$ cat src/sfh_pkg.sv
package sfh_pkg;
    // power-transition recovery window
    localparam int RECOVERY_US = 10;
    localparam int CLK_MHZ = 10;
    // least time, exact whole cycles at this rate
    localparam int RECOVERY_CYC = RECOVERY_US * CLK_MHZ;
    localparam logic [7:0] RECOVERY_LOAD = 8'(RECOVERY_CYC);
    // array geometry of the attached device
    localparam int PAGES_PER_BLOCK = 32;
    localparam int HALF_PAGE_BYTES = 256;
    localparam int SPARE_BYTES = 16;
    localparam int MAIN_WORDS = 256;
    localparam int SPARE_WORDS = 8;
    localparam int BLOCKS_TOTAL = 4096;
    localparam int BLOCKS_MIN_VALID = 4016;
    // address layout: column byte, then 17 page bits
    localparam int COL_W = 8;
    localparam int PAGE_W = 17;
    localparam int PIB_W = 5;
    localparam int BLOCK_W = 12;
    localparam logic [1:0] ADDR_LAST = 2'h3;
    localparam logic [2:0] ADDR_CYCLES = 3'h4;
    // bad block table size
    localparam int BAD_SLOTS = 4;
    localparam logic [1:0] BAD_PTR_RST = 2'h0;
    localparam logic [15:0] BUS_RST = 16'h0000;

    // user request kinds
    typedef enum logic [2:0] {
        SFH_OP_CMD = 3'h0,
        SFH_OP_ADDR = 3'h1,
        SFH_OP_WRITE = 3'h2,
        SFH_OP_READ = 3'h3,
        SFH_OP_WAIT = 3'h4,
        SFH_OP_MARK = 3'h5
    } sfh_op_type;

    // sequencer states
    typedef enum logic [2:0] {
        SFH_ST_PWR = 3'h0,
        SFH_ST_IDLE = 3'h1,
        SFH_ST_SETUP = 3'h2,
        SFH_ST_STROBE = 3'h3,
        SFH_ST_HOLD = 3'h4,
        SFH_ST_BUSYW = 3'h5
    } sfh_state_type;

    // one user request
    typedef struct packed {
        sfh_op_type op;
        logic [15:0] data;
        logic [COL_W-1:0] column;
        logic [PAGE_W-1:0] page;
    } sfh_req_type;

    // control pins towards the flash, all active levels as on the wire
    typedef struct packed {
        logic ce_n;
        logic command_latch_select;
        logic address_latch_select;
        logic we_n;
        logic re_n;
        logic wp_n;
    } sfh_pins_type;

    // reset pins: deselected, both latch selects low, strobes high, protect low
    localparam sfh_pins_type PINS_RST = 6'h26;
endpackage

$ cat src/sfh_timer.sv
`timescale 1ns/1ps
`default_nettype none
module sfh_timer
(
    input wire logic i_clk,
    input wire logic i_rst_b,
    input wire logic i_load,
    output logic o_expired
);
    // remaining recovery cycles, starts full at reset
    logic [7:0] cnt_q;
    logic [7:0] cnt_d;

    // reload on request, else count down to zero
    assign cnt_d = i_load ? sfh_pkg::RECOVERY_LOAD :
                   (cnt_q != 8'h00) ? cnt_q - 8'h01 : cnt_q;
    assign o_expired = (cnt_q == 8'h00);

    // counter register
    always_ff @(posedge i_clk or negedge i_rst_b)
    begin
        if (!i_rst_b)
            cnt_q <= sfh_pkg::RECOVERY_LOAD;
        else
            cnt_q <= cnt_d;
    end
endmodule
`default_nettype wire

$ cat src/sfh_ctrl.sv
// Functional notes
// RQ1 - blocks hold 32 pages, main plus spare
// RQ2 - byte pages: two 256-byte halves, 16 spare
// RQ3 - word pages: 256 words plus 8 spare
// RQ4 - host tracks and avoids bad blocks
// RQ5 - device latches bus on write rising edge
// RQ6 - device floats bus when deselected; the model drives ~last_q instead
// RQ7 - commands and addresses use low byte only
// RQ8 - address select high marks address byte
// RQ9 - command select high marks command byte
// RQ10 - device ignores bus while deselected
// RQ11 - program or erase survives deselect
// RQ12 - host holds select low during read busy
// RQ13 - select-insensitive variant keeps read running
// RQ14 - read falling edge advances column
// RQ15 - device refuses commands 10 us after power
// RQ16 - host keeps write high during recovery
// RQ17 - write protect low blocks program, erase
// RQ18 - host holds write protect low at power
// RQ19 - device pulls busy low during operations
// RQ20 - busy is wired-and, low means busy
// RQ21 - device disabled below supply lockout
// RQ22 - address is four low-byte latch cycles
// RQ23 - data write: select low, latches low, read high
// RQ24 - device model detects strobe edges
`timescale 1ns/1ps
`default_nettype none
module sfh_ctrl
(
    input wire logic I_CLK,
    input wire logic I_RST_B,
    input wire logic I_REQ_VALID,
    input wire sfh_pkg::sfh_req_type I_REQ,
    output logic O_REQ_READY,
    output logic O_DONE,
    output logic O_ERR,
    output logic [15:0] O_RDATA,
    input wire logic I_PWR_DOWN,
    input wire logic I_WP_RELEASE,
    input wire logic I_WORD_WIDE,
    output sfh_pkg::sfh_pins_type O_PINS,
    output logic [15:0] O_BUS_OUT,
    output logic O_BUS_OE_LO,
    output logic O_BUS_OE_HI,
    input wire logic [15:0] I_BUS_IN,
    input wire logic I_READY_BUSY_OD
);
    // pick one address byte of a request, low byte lanes only
    function automatic logic [7:0] addr_byte(input sfh_pkg::sfh_req_type r, input logic [1:0] idx);
        logic [7:0] b;
        b = r.column;
        unique case (idx)
            2'h0: b = r.column;
            2'h1: b = r.page[7:0];
            2'h2: b = r.page[15:8];
            2'h3: b = {7'h00, r.page[16]};
        endcase
        return b;
    endfunction

    // sequencer state
    sfh_pkg::sfh_state_type state_q;
    sfh_pkg::sfh_state_type state_d;
    // latched request and the byte index of an address
    sfh_pkg::sfh_req_type req_q;
    sfh_pkg::sfh_req_type req_d;
    logic [1:0] byte_q;
    logic [1:0] byte_d;
    // pin and bus registers
    sfh_pkg::sfh_pins_type pins_q;
    sfh_pkg::sfh_pins_type pins_d;
    logic [15:0] bus_q;
    logic [15:0] bus_d;
    logic oe_lo_q;
    logic oe_lo_d;
    logic oe_hi_q;
    logic oe_hi_d;
    // user answer registers
    logic ready_q;
    logic done_q;
    logic done_d;
    logic err_q;
    logic err_d;
    logic [15:0] rdata_q;
    logic [15:0] rdata_d;
    // bad block table
    logic [sfh_pkg::BLOCK_W-1:0] bad_q [sfh_pkg::BAD_SLOTS];
    logic [sfh_pkg::BAD_SLOTS-1:0] bad_vld_q;
    logic [1:0] bad_ptr_q;
    logic [sfh_pkg::BAD_SLOTS-1:0] bad_hit;
    // recovery timer status
    logic recov_done;
    logic timer_load;

    // request decode
    wire accept = (state_q == sfh_pkg::SFH_ST_IDLE) && ready_q && I_REQ_VALID && !I_PWR_DOWN;
    wire [sfh_pkg::BLOCK_W-1:0] req_block = I_REQ.page[sfh_pkg::PAGE_W-1:sfh_pkg::PIB_W];
    wire hit_any = |bad_hit;
    wire is_addr = accept && (I_REQ.op == sfh_pkg::SFH_OP_ADDR);
    wire refuse = is_addr && hit_any; // [RQ4]
    wire mark = accept && (I_REQ.op == sfh_pkg::SFH_OP_MARK);
    wire last_byte = (req_q.op != sfh_pkg::SFH_OP_ADDR) || (byte_q == sfh_pkg::ADDR_LAST);
    // operation in flight for the next state
    wire sfh_pkg::sfh_op_type op_n = accept ? I_REQ.op : req_q.op;
    wire busy_st = (state_d == sfh_pkg::SFH_ST_SETUP) || (state_d == sfh_pkg::SFH_ST_STROBE) ||
                   (state_d == sfh_pkg::SFH_ST_HOLD);
    wire strobe_st = (state_d == sfh_pkg::SFH_ST_STROBE);

    // compare request block against every table slot
    genvar g;
    generate
        for (g = 0; g < sfh_pkg::BAD_SLOTS; g++)
        begin : g_bad
            assign bad_hit[g] = bad_vld_q[g] && (bad_q[g] == req_block); // [RQ4]
        end
    endgenerate

    // recovery timer, reloaded on each entry to the power state
    sfh_timer u_timer
    (
        .i_clk(I_CLK),
        .i_rst_b(I_RST_B),
        .i_load(timer_load),
        .o_expired(recov_done)
    );
    assign timer_load = (state_q != sfh_pkg::SFH_ST_PWR) && (state_d == sfh_pkg::SFH_ST_PWR);

    // next state
    always_comb
    begin
        state_d = state_q;
        unique case (state_q)
            sfh_pkg::SFH_ST_PWR:
                // leave only after full recovery and with power good
                if (recov_done && !I_PWR_DOWN)
                    state_d = sfh_pkg::SFH_ST_IDLE; // [RQ16]
            sfh_pkg::SFH_ST_IDLE:
                if (I_PWR_DOWN)
                    state_d = sfh_pkg::SFH_ST_PWR; // [RQ16]
                else if (accept && I_REQ.op == sfh_pkg::SFH_OP_WAIT)
                    state_d = sfh_pkg::SFH_ST_BUSYW;
                else if (accept && !refuse && !mark)
                    state_d = sfh_pkg::SFH_ST_SETUP;
            sfh_pkg::SFH_ST_SETUP:
                state_d = sfh_pkg::SFH_ST_STROBE;
            sfh_pkg::SFH_ST_STROBE:
                state_d = sfh_pkg::SFH_ST_HOLD;
            sfh_pkg::SFH_ST_HOLD:
                // further address bytes loop back to setup
                state_d = last_byte ? sfh_pkg::SFH_ST_IDLE : sfh_pkg::SFH_ST_SETUP; // [RQ22]
            sfh_pkg::SFH_ST_BUSYW:
                // any low on the shared line means some device is busy
                if (I_READY_BUSY_OD)
                    state_d = sfh_pkg::SFH_ST_IDLE; // [RQ20]
            default:
                state_d = sfh_pkg::SFH_ST_PWR;
        endcase
    end

    // request and address byte bookkeeping
    assign req_d = accept ? I_REQ : req_q;
    assign byte_d = accept ? 2'h0 :
                    (state_q == sfh_pkg::SFH_ST_HOLD && !last_byte) ? byte_q + 2'h1 : byte_q;

    // pin levels follow the next state so outputs leave flip-flops
    assign pins_d.ce_n = (state_d == sfh_pkg::SFH_ST_PWR); // [RQ12]
    assign pins_d.command_latch_select = busy_st && (op_n == sfh_pkg::SFH_OP_CMD);
    assign pins_d.address_latch_select = busy_st && (op_n == sfh_pkg::SFH_OP_ADDR); // [RQ22]
    assign pins_d.we_n = !(strobe_st && (op_n != sfh_pkg::SFH_OP_READ)); // [RQ16] [RQ23]
    assign pins_d.re_n = !(strobe_st && (op_n == sfh_pkg::SFH_OP_READ)); // [RQ23]
    assign pins_d.wp_n = (state_d != sfh_pkg::SFH_ST_PWR) && I_WP_RELEASE; // [RQ18]
    // drive the bus for writes only; high byte only for wide data
    assign oe_lo_d = busy_st && (op_n != sfh_pkg::SFH_OP_READ);
    assign oe_hi_d = busy_st && (op_n == sfh_pkg::SFH_OP_WRITE) && I_WORD_WIDE; // [RQ7]

    // bus value: command and address on the low byte, upper byte zero
    assign bus_d = !accept ? ((state_q == sfh_pkg::SFH_ST_HOLD && !last_byte) ?
                               {8'h00, addr_byte(req_q, byte_q + 2'h1)} : bus_q) :
                   (I_REQ.op == sfh_pkg::SFH_OP_WRITE) ? I_REQ.data :
                   (I_REQ.op == sfh_pkg::SFH_OP_ADDR) ? {8'h00, addr_byte(I_REQ, 2'h0)} :
                   {8'h00, I_REQ.data[7:0]}; // [RQ7] [RQ22]

    // answers
    assign done_d = (state_d == sfh_pkg::SFH_ST_IDLE) &&
                    ((state_q == sfh_pkg::SFH_ST_HOLD) || (state_q == sfh_pkg::SFH_ST_BUSYW) || refuse || mark);
    assign err_d = refuse; // [RQ4]
    assign rdata_d = (state_q == sfh_pkg::SFH_ST_STROBE && req_q.op == sfh_pkg::SFH_OP_READ) ?
                     {I_WORD_WIDE ? I_BUS_IN[15:8] : 8'h00, I_BUS_IN[7:0]} : rdata_q;

    // sequencer and pin registers
    always_ff @(posedge I_CLK or negedge I_RST_B)
    begin
        if (!I_RST_B)
        begin
            state_q <= sfh_pkg::SFH_ST_PWR;
            req_q <= '0;
            byte_q <= 2'h0;
            pins_q <= sfh_pkg::PINS_RST;
            bus_q <= sfh_pkg::BUS_RST;
            oe_lo_q <= 1'b0;
            oe_hi_q <= 1'b0;
        end
        else
        begin
            state_q <= state_d;
            req_q <= req_d;
            byte_q <= byte_d;
            pins_q <= pins_d;
            bus_q <= bus_d;
            oe_lo_q <= oe_lo_d;
            oe_hi_q <= oe_hi_d;
        end
    end

    // user answer registers
    always_ff @(posedge I_CLK or negedge I_RST_B)
    begin
        if (!I_RST_B)
        begin
            ready_q <= 1'b0;
            done_q <= 1'b0;
            err_q <= 1'b0;
            rdata_q <= 16'h0000;
        end
        else
        begin
            ready_q <= (state_d == sfh_pkg::SFH_ST_IDLE);
            done_q <= done_d;
            err_q <= err_d;
            rdata_q <= rdata_d;
        end
    end

    // bad block table, filled round robin
    always_ff @(posedge I_CLK or negedge I_RST_B)
    begin
        if (!I_RST_B)
        begin
            bad_vld_q <= '0;
            bad_ptr_q <= sfh_pkg::BAD_PTR_RST;
            for (int i = 0; i < sfh_pkg::BAD_SLOTS; i++)
                bad_q[i] <= '0;
        end
        else if (mark)
        begin
            bad_q[bad_ptr_q] <= req_block; // [RQ4]
            bad_vld_q[bad_ptr_q] <= 1'b1;
            bad_ptr_q <= bad_ptr_q + 2'h1;
        end
    end

    assign O_REQ_READY = ready_q;
    assign O_DONE = done_q;
    assign O_ERR = err_q;
    assign O_RDATA = rdata_q;
    assign O_PINS = pins_q;
    assign O_BUS_OUT = bus_q;
    assign O_BUS_OE_LO = oe_lo_q;
    assign O_BUS_OE_HI = oe_hi_q;

    // helper: write rising edges seen while address select is high
    logic [2:0] als_cnt_q;
    always_ff @(posedge I_CLK or negedge I_RST_B)
    begin
        if (!I_RST_B)
            als_cnt_q <= 3'h0;
        else if (!pins_q.address_latch_select)
            als_cnt_q <= 3'h0;
        else if (!pins_q.we_n && pins_d.we_n)
            als_cnt_q <= als_cnt_q + 3'h1;
    end

    // bad block address is answered with an error and never strobed
    property p_bad_refused;
        @(posedge I_CLK) disable iff (!I_RST_B)
        refuse |=> O_ERR && O_DONE && !O_PINS.address_latch_select ##1 !O_PINS.address_latch_select;
    endproperty
    a_bad_refused: assert property (p_bad_refused) else $error("bad block address not refused"); // [RQ4]

    // latch phases keep the upper lanes released and zero
    property p_low_byte_only;
        @(posedge I_CLK) disable iff (!I_RST_B)
        (O_PINS.command_latch_select || O_PINS.address_latch_select) |-> !O_BUS_OE_HI && O_BUS_OE_LO &&
            (O_BUS_OUT[15:8] == 8'h00);
    endproperty
    a_low_byte_only: assert property (p_low_byte_only) else $error("upper byte used for command or address"); // [RQ7]

    // select stays low while waiting on busy
    property p_select_in_busy;
        @(posedge I_CLK) disable iff (!I_RST_B)
        (state_q == sfh_pkg::SFH_ST_BUSYW) |-> !O_PINS.ce_n && O_PINS.we_n && O_PINS.re_n;
    endproperty
    a_select_in_busy: assert property (p_select_in_busy) else $error("select released during busy wait"); // [RQ12]

    // recovery: write strobe high, no command, no request taken
    property p_recovery_quiet;
        @(posedge I_CLK) disable iff (!I_RST_B)
        (state_q == sfh_pkg::SFH_ST_PWR) |-> O_PINS.we_n && !O_PINS.command_latch_select && !O_REQ_READY;
    endproperty
    a_recovery_quiet: assert property (p_recovery_quiet) else $error("activity during recovery"); // [RQ16]

    // write protect low across power transitions
    property p_wp_at_power;
        @(posedge I_CLK) disable iff (!I_RST_B)
        $rose(state_q == sfh_pkg::SFH_ST_PWR) |-> !O_PINS.wp_n [*8];
    endproperty
    a_wp_at_power: assert property (p_wp_at_power) else $error("write protect released at power"); // [RQ18]

    // a low busy line keeps the wait going; high ends it next cycle
    property p_busy_wired;
        @(posedge I_CLK) disable iff (!I_RST_B)
        (state_q == sfh_pkg::SFH_ST_BUSYW) && $past(state_q == sfh_pkg::SFH_ST_BUSYW) |->
            ($past(I_READY_BUSY_OD) == 1'b0) ##1 (O_DONE == $past(I_READY_BUSY_OD));
    endproperty
    a_busy_wired: assert property (p_busy_wired) else $error("busy line misread"); // [RQ20]

    // an address burst holds exactly four write strobes
    property p_four_addr;
        @(posedge I_CLK) disable iff (!I_RST_B)
        $fell(O_PINS.address_latch_select) |-> (als_cnt_q == sfh_pkg::ADDR_CYCLES) && O_DONE;
    endproperty
    a_four_addr: assert property (p_four_addr) else $error("address burst not four cycles"); // [RQ22]

    // data strobe only with select low and read strobe high
    property p_data_write;
        @(posedge I_CLK) disable iff (!I_RST_B)
        (!O_PINS.we_n && !O_PINS.command_latch_select && !O_PINS.address_latch_select) |->
            O_PINS.re_n && !O_PINS.ce_n && O_BUS_OE_LO ##1 O_PINS.we_n && O_BUS_OE_LO;
    endproperty
    a_data_write: assert property (p_data_write) else $error("bad data write cycle"); // [RQ23]
endmodule
`default_nettype wire

$ cat config.mk
export PLATFORM = sky130hd
export DESIGN_NAME = sfh_ctrl
export DESIGN_NICKNAME = d
export VERILOG_FILES = /design/src/sfh_pkg.sv /design/src/sfh_timer.sv /design/src/sfh_ctrl.sv
export SDC_FILE = /design/constraint.sdc
export NUM_CORES = 1
export LEC_CHECK = 0
export ABC_CLOCK_PERIOD_IN_PS = 2300
export BUFFER_PORTS_ARGS = -buffer_cell sky130_fd_sc_hd__buf_2
export CAP_MARGIN = 20
export CORE_MARGIN = 8
export CORE_UTILIZATION = 56
export DETAILED_ROUTE_END_ITERATION = 6
export PLACE_DENSITY = 0.89
export SYNTH_ARGS = -nofsm -noshare
export SYNTH_HDL_FRONTEND = slang
export SYNTH_SLANG_ARGS = --single-unit
$ cat constraint.sdc
create_clock -name I_CLK -period 2.3 [get_ports I_CLK]
set_input_delay 0.115 -clock I_CLK [delete_from_list [all_inputs] [get_ports I_CLK]]
set_output_delay 0.115 -clock I_CLK [all_outputs]
set_load 0.01 [all_outputs]
# Word-level counts from Yosys, hierarchy flattened

Cells that the tools add are included.

Word-level logic and storage cells: 135
Output and inout bits: 43
Register bits after elaboration: 138
Bits of input ports: 67

Order comparisons: 4
Bitwise logic cells: 2
Mux-type cells: 23
Add/subtract/negate cells: 3
Reduce and logical (&&, ||, !) cells: 51
Equality and inequality tests: 27

Operators with widths:

| kind                | count |
|---|---|
| $bwmux 48           | 1 |
| $eq 12x12->1        | 4 |
| $mux 16             | 3 |
| $mux 8              | 4 |
| $pmux 8 s4          | 1 |
| $logic_and 1x1->1   | 28 |
| $demux 12 s2        | 1 |
| $eq 3x2->1 const B  | 8 |
| $mux 3              | 6 |
| $pmux 3 s6          | 1 |
| $eq 3x3->1 const B  | 5 |
| $eq 3x1->1 const B  | 4 |
| $mux 12             | 1 |
| $logic_not 3->1     | 3 |
| $logic_not 8->1     | 1 |
| $reduce_bool 8->1   | 1 |
| $sub 8x1->8 const B | 1 |
| $eq 2x2->1 const B  | 3 |
| $logic_not 1->1     | 6 |
| $logic_or 1x1->1    | 6 |
| $mux 2              | 3 |
| $reduce_bool 3->1   | 2 |
| $add 2x1->2 const B | 2 |
| $or 4x4->4          | 1 |
| 13 further kinds    | 14 |

# Logic depth before layout (Yosys ltp)

Depth after elaboration: 18
Gate-level depth with buffers: 9
Depth with buffers taken out: 8

# By module

Synthesis repeated with hierarchy kept, for this count alone.

Cells, all modules: 608
Area total of the unflattened synthesis: 6463.7 sq um

By module, submodules not included:

| module    | seq. area each (sq um) | times used | cells an instance | area each (sq um) |
|---|---|---|---|---|
| sfh_ctrl  | 3231.8                 | 1          | 561               | 6010.8 |
| sfh_timer | 203.9                  | 1          | 47                | 452.9 |

# Worst setup path after synthesis

No wires, ideal clock.

Kind: reg-to-reg
From: reg byte_q[0]
To: reg bus_q[5] (netlist: O_BUS_OUT[5])
Setup time: 0.141 ns
Path buffers: 2
Clock period less this slack: 2.024 ns
Required time: 2.159 ns
Cell stages (with the launch flop): 8
Arrival time: 1.883 ns
Slack: 0.276 ns
Cell sequence: dfrtp_1 > ha_1 > or4_4 > or2_1 > buf_6 > buf_6 > a211oi_1 > a31oi_1

Cells in the longest elaborated chain, start to end: 5
Elaborated cells between the ends (all ways): 13

Ends and longest elaborated chain:

| item                                                 | line                             | text |
|---|---|---|
| start: declaration                                   | sfh_ctrl.sv:67                   | `logic [1:0] byte_q;` |
| start signal: assignment                             | sfh_ctrl.sv:207                  | `byte_q <= byte_d;` |
| $add 2x1->2 / $eq 2x2->1 (equally long branches)     | sfh_ctrl.sv:178, sfh_ctrl.sv:102 |  |
| $eq 2x2->1, or another cell as far along             | sfh_ctrl.sv:52                   | `unique case (idx)` |
| $pmux 8 s4 / $logic_not 1->1 (equally long branches) | sfh_ctrl.sv:52, sfh_ctrl.sv:177  |  |
| $mux 16 / $logic_and 1x1->1 (equally long branches)  | sfh_ctrl.sv:177                  | `assign bus_d = !accept ? ((state_q == sfh_pkg::SFH_ST_HOLD && !last_byte) ?` |
| $mux 16 / $reduce_bool 2->1 (equally long branches)  | n/a                              |  |
| end signal: assignment                               | sfh_ctrl.sv:199                  | `bus_q <= sfh_pkg::BUS_RST;` |
| end signal: assignment                               | sfh_ctrl.sv:209                  | `bus_q <= bus_d;` |
| end: declaration                                     | sfh_ctrl.sv:72                   | `logic [15:0] bus_q;` |

Several ways; a longest one is shown, not always the timed one. The select of a mux whose other input is x is not followed.
A chain may end at the register's enable or synchronous reset.

# Worst setup path after layout

From: reg state_q[1]
To: reg bad_q[6] (netlist bit)

Cells in the longest elaborated chain, start to end: 5

Ends and longest elaborated chain:

| item                           | line            | text |
|---|---|---|
| start: declaration             | sfh_ctrl.sv:62  | `sfh_pkg::sfh_state_type state_q;` |
| start signal: assignment       | sfh_ctrl.sv:195 | `state_q <= sfh_pkg::SFH_ST_PWR;` |
| start signal: assignment       | sfh_ctrl.sv:205 | `state_q <= state_d;` |
| $eq 3x1->1                     | sfh_ctrl.sv:96  | `wire accept = (state_q == sfh_pkg::SFH_ST_IDLE) && ready_q && I_REQ_VALID && !I_PWR_DOWN;` |
| $logic_and 1x1->1 (3 in a row) | sfh_ctrl.sv:96  |  |
| $logic_and 1x1->1              | sfh_ctrl.sv:101 | `wire mark = accept && (I_REQ.op == sfh_pkg::SFH_OP_MARK);` |
| end signal: indexed assignment | sfh_ctrl.sv:246 | `bad_q[bad_ptr_q] <= req_block;` |
| end: declaration               | sfh_ctrl.sv:87  | `logic [sfh_pkg::BLOCK_W-1:0] bad_q [sfh_pkg::BAD_SLOTS];` |

No other way between the ends.

==> run summary <==
Die H: 124 um
Lkg Pwr: 0.00413 uW
Max cap viols: 0
Outcome: finished clean
Fmax: 453 MHz
Final Hold Viols: 0
Gr ovfl total: 0
Critical Path Fanout Max: 13
Initial antenna violation count: 1
Period utilization: 96.0%
Clock Pin Slew Worst Setup and Hold Paths: 0.06 ns
# IOs: 110
Sink Count: 137
CTS tree: built
Core area: 11400 um2
Setup Viol. Count Final: 0
Layout Nets: 826
Buffers on Ports: 109
Most frequent cells in the layout: nand2_1, dfrtp_1, buf_2
Routed len/inst: 19.6 um
Worst path bufs/invs: 0
Commonest non-fill, non-tap cell in the layout: nand2_1
Critical Path RT: 2.60 ns
Final GP Congestion: 0.868
Share of post-route cells with drive strength above 1: 28.3%
Critical Path, Cell by Cell: nor2_1 > and4_1 > and3_1 > nand2_4 > mux2_4
# DRC: 0
Clock latency on the worst-skew pair: 0.42 ns
Largest net degree at the start of global routing: 53
VDD IR-drop max: 0.749 mV
FFs w/ async S/R, synth: 100%
1st-iter DRT viols: 554
Family with the most delay on the worst path: simple AND/OR/NAND/NOR gates
CP arrival: 2.51 ns
Crit path kind: flop to flop
Clock tree buffer depth: 2
CP max-delay cell: and3_1
CTS root buffer: clkbuf_16
Unique cell type count in the Yosys netlist: 47
Filler Cells Inserted: 696
Area delta synth->final: 26.0%
Postcts setup bufs: 0
Instance count of the mapped netlist: 603
Post-DP HPWL: 10.9 mm
Number of global-route vias before repair: 5459
Seq/Total Area, Yosys: 52.7%
CTS Buf Count: 17
Initial core utilization: 57.4%
PwrDens: 898 nW/um2
Crit path capture type: flop
DR vias: 5210
Pins Over Slew Limit: 0
DRT antenna net count: 0
RSZ-0062 raised after global routing: no
Die area: 15400 um2
Drt first pass iters: 5
Actual slew at the worst max-slew pin: 0.689 ns
Dominant synthesized flop cell: dfrtp_1
Drt total wl: 17.7 mm
Die Wd: 124 um
Number of synthesized flops with an enable pin: 0
Hold Path Class: input port to flop
Pwr Total: 7380 uW
Total track usage: 23.7%
Setup TNS: 0 ns
Avg Vias per Cell: 5.74
Tmin final: 2.21 ns
Critical path startpoint category: flop
Syn_nets: 679
Post-Syn Area per Cell: 10.8 um2
Clock Skew: 0.00968 ns
First-pass GRT wire length: 27.9 mm
CP max stage delay: 0.50 ns
Synth warn: 0
Netlist Area Pre-Place: 6520 um2
Synth Register Bits: 137
Rows: 39
Slew headroom: 54.1%
Clock H-tree levels: 4
[kinds of logic (layout without fill, tap and decap cells)]
| group | count (synthesis) | after routing | share of synthesized area, % |
|---|---|---|---|
| AOI/OAI and AO/OA | 55 | 55 | 5.83 |
| xor gates and xnor gates | 54 | 54 | 7.25 |
| adders and majority gates | 9 | 9 | 1.73 |
| buffers and inverters | 47 | 207 | 3.93 |
| DFF | 137 | 137 | 52.7 |
| muxes | 52 | 52 | 11.0 |
| other | 0 | 1 | 0 |
| and+or+nand+nor | 249 | 249 | 17.6 |
[power breakdown]
| group | leakage (uW) | switching (uW) | internal [uW] |
|---|---|---|---|
| clock | 0.000310 | 1030 | 1950 |
| combinational | 0.00207 | 765 | 579 |
| sequential | 0.00176 | 265 | 2780 |
| total | 0.00413 | 2060 | 5310 |
[registers in the layout, summed over array words and instances, names as in the netlist]
register,flops
u_timer.cnt_q,8
O_RDATA,16
O_BUS_OUT,16
O_PINS,6
byte_q,2
O_REQ_READY,1
O_DONE,1
bad_ptr_q,2
O_BUS_OE_LO,1
O_ERR,1
state_q,3
O_BUS_OE_HI,1
req_q,27
bad_q,48
bad_vld_q,4
[worst reg2reg max path: cells and delay by family (launching register included)]
| kind | cells | cell delay [ns] |
|---|---|---|
| simple gates | 4 | 1.29 |
| flops | 1 | 0.45 |
| mux | 1 | 0.36 |
[repair_timing]
action,4_1_cts,5_1_grt
hold endpoints to repair,93,0
setup endpoints to repair,0,2
hold buffers,45,0
gates resized for setup,0,1
[path summary, 6_finish.rpt]
check                             start  slack, ns  cells past startpoint           end
max                          state_q[1]       0.09                      5      bad_q[6]
min                           I_REQ[31]      0.005                      3  O_BUS_OUT[6]
max reg2reg                  state_q[1]       0.09                      5      bad_q[6]
min reg2reg                bad_vld_q[1]       0.47                      1  bad_vld_q[1]
max in group asynchronous       I_RST_B       1.17                      3     bad_q[31]
min in group asynchronous       I_RST_B       0.30                      2     req_q[18]
[cells in the mapped netlist (4+ instances only)]
master / instances / area (um2)
a211oi_1: 8 / 60.1
a21oi_1: 13 / 65.1
a22o_1: 8 / 70.1
a22oi_1: 7 / 52.6
a31oi_1: 7 / 43.8
buf_2: 13 / 65.1
buf_6: 8 / 90.1
clkbuf_1: 14 / 52.6
dfrtp_1: 131 / 3280
dfstp_2: 6 / 158
ha_1: 9 / 113
inv_1: 11 / 41.3
mux2_2: 13 / 146
mux2_4: 36 / 541
nand2_1: 144 / 541
nand2_4: 4 / 45.0
nand2b_1: 9 / 56.3
nand3_1: 18 / 90.1
nand4_1: 9 / 56.3
nor2_1: 34 / 128
nor3_1: 4 / 20.0
nor4_1: 8 / 50.1
o21ai_0: 5 / 25.0
xnor2_1: 53 / 464
[layer usage]
layer / GRT usage, % / wire (um) / vias to the layer above
li1: - / - / 2314
met1: 26.9 / 6880 / 2587
met2: 41.7 / 9070 / 262
met3: 6.30 / 1450 / 47
met4: 9.22 / 349 / 0
met5: 0 / 0 / -
[through the flow]
stage	hold slack (ns)	util, %	area [um2]	std cells	worst slack [ns]
2_1_floorplan	-0.181	-	6520	603	0.276
3_3_place_gp	0.188	62.6	7120	829	0.246
3_5_place_dp	0.191	62.6	7120	829	0.172
4_1_cts	0.0141	72.3	8220	906	0.148
5_1_grt	0.00500	72.3	8220	907	0.00362
6_report	0.00482	72.3	8220	907	0.0913
[final cells by class]
cell class	count	area [um2]	share of cell area (%)
timing repair buffer	164	1090	13.2
clock inverter	12	198	2.41
sequential	137	3440	41.8
multi-input combinational	419	2830	34.4
antenna	1	2.50	0.0305
inverter	11	41.3	0.502
clock buffer	20	447	5.44
tap	143	179	2.18
Power figures use the tool's default switching activity.
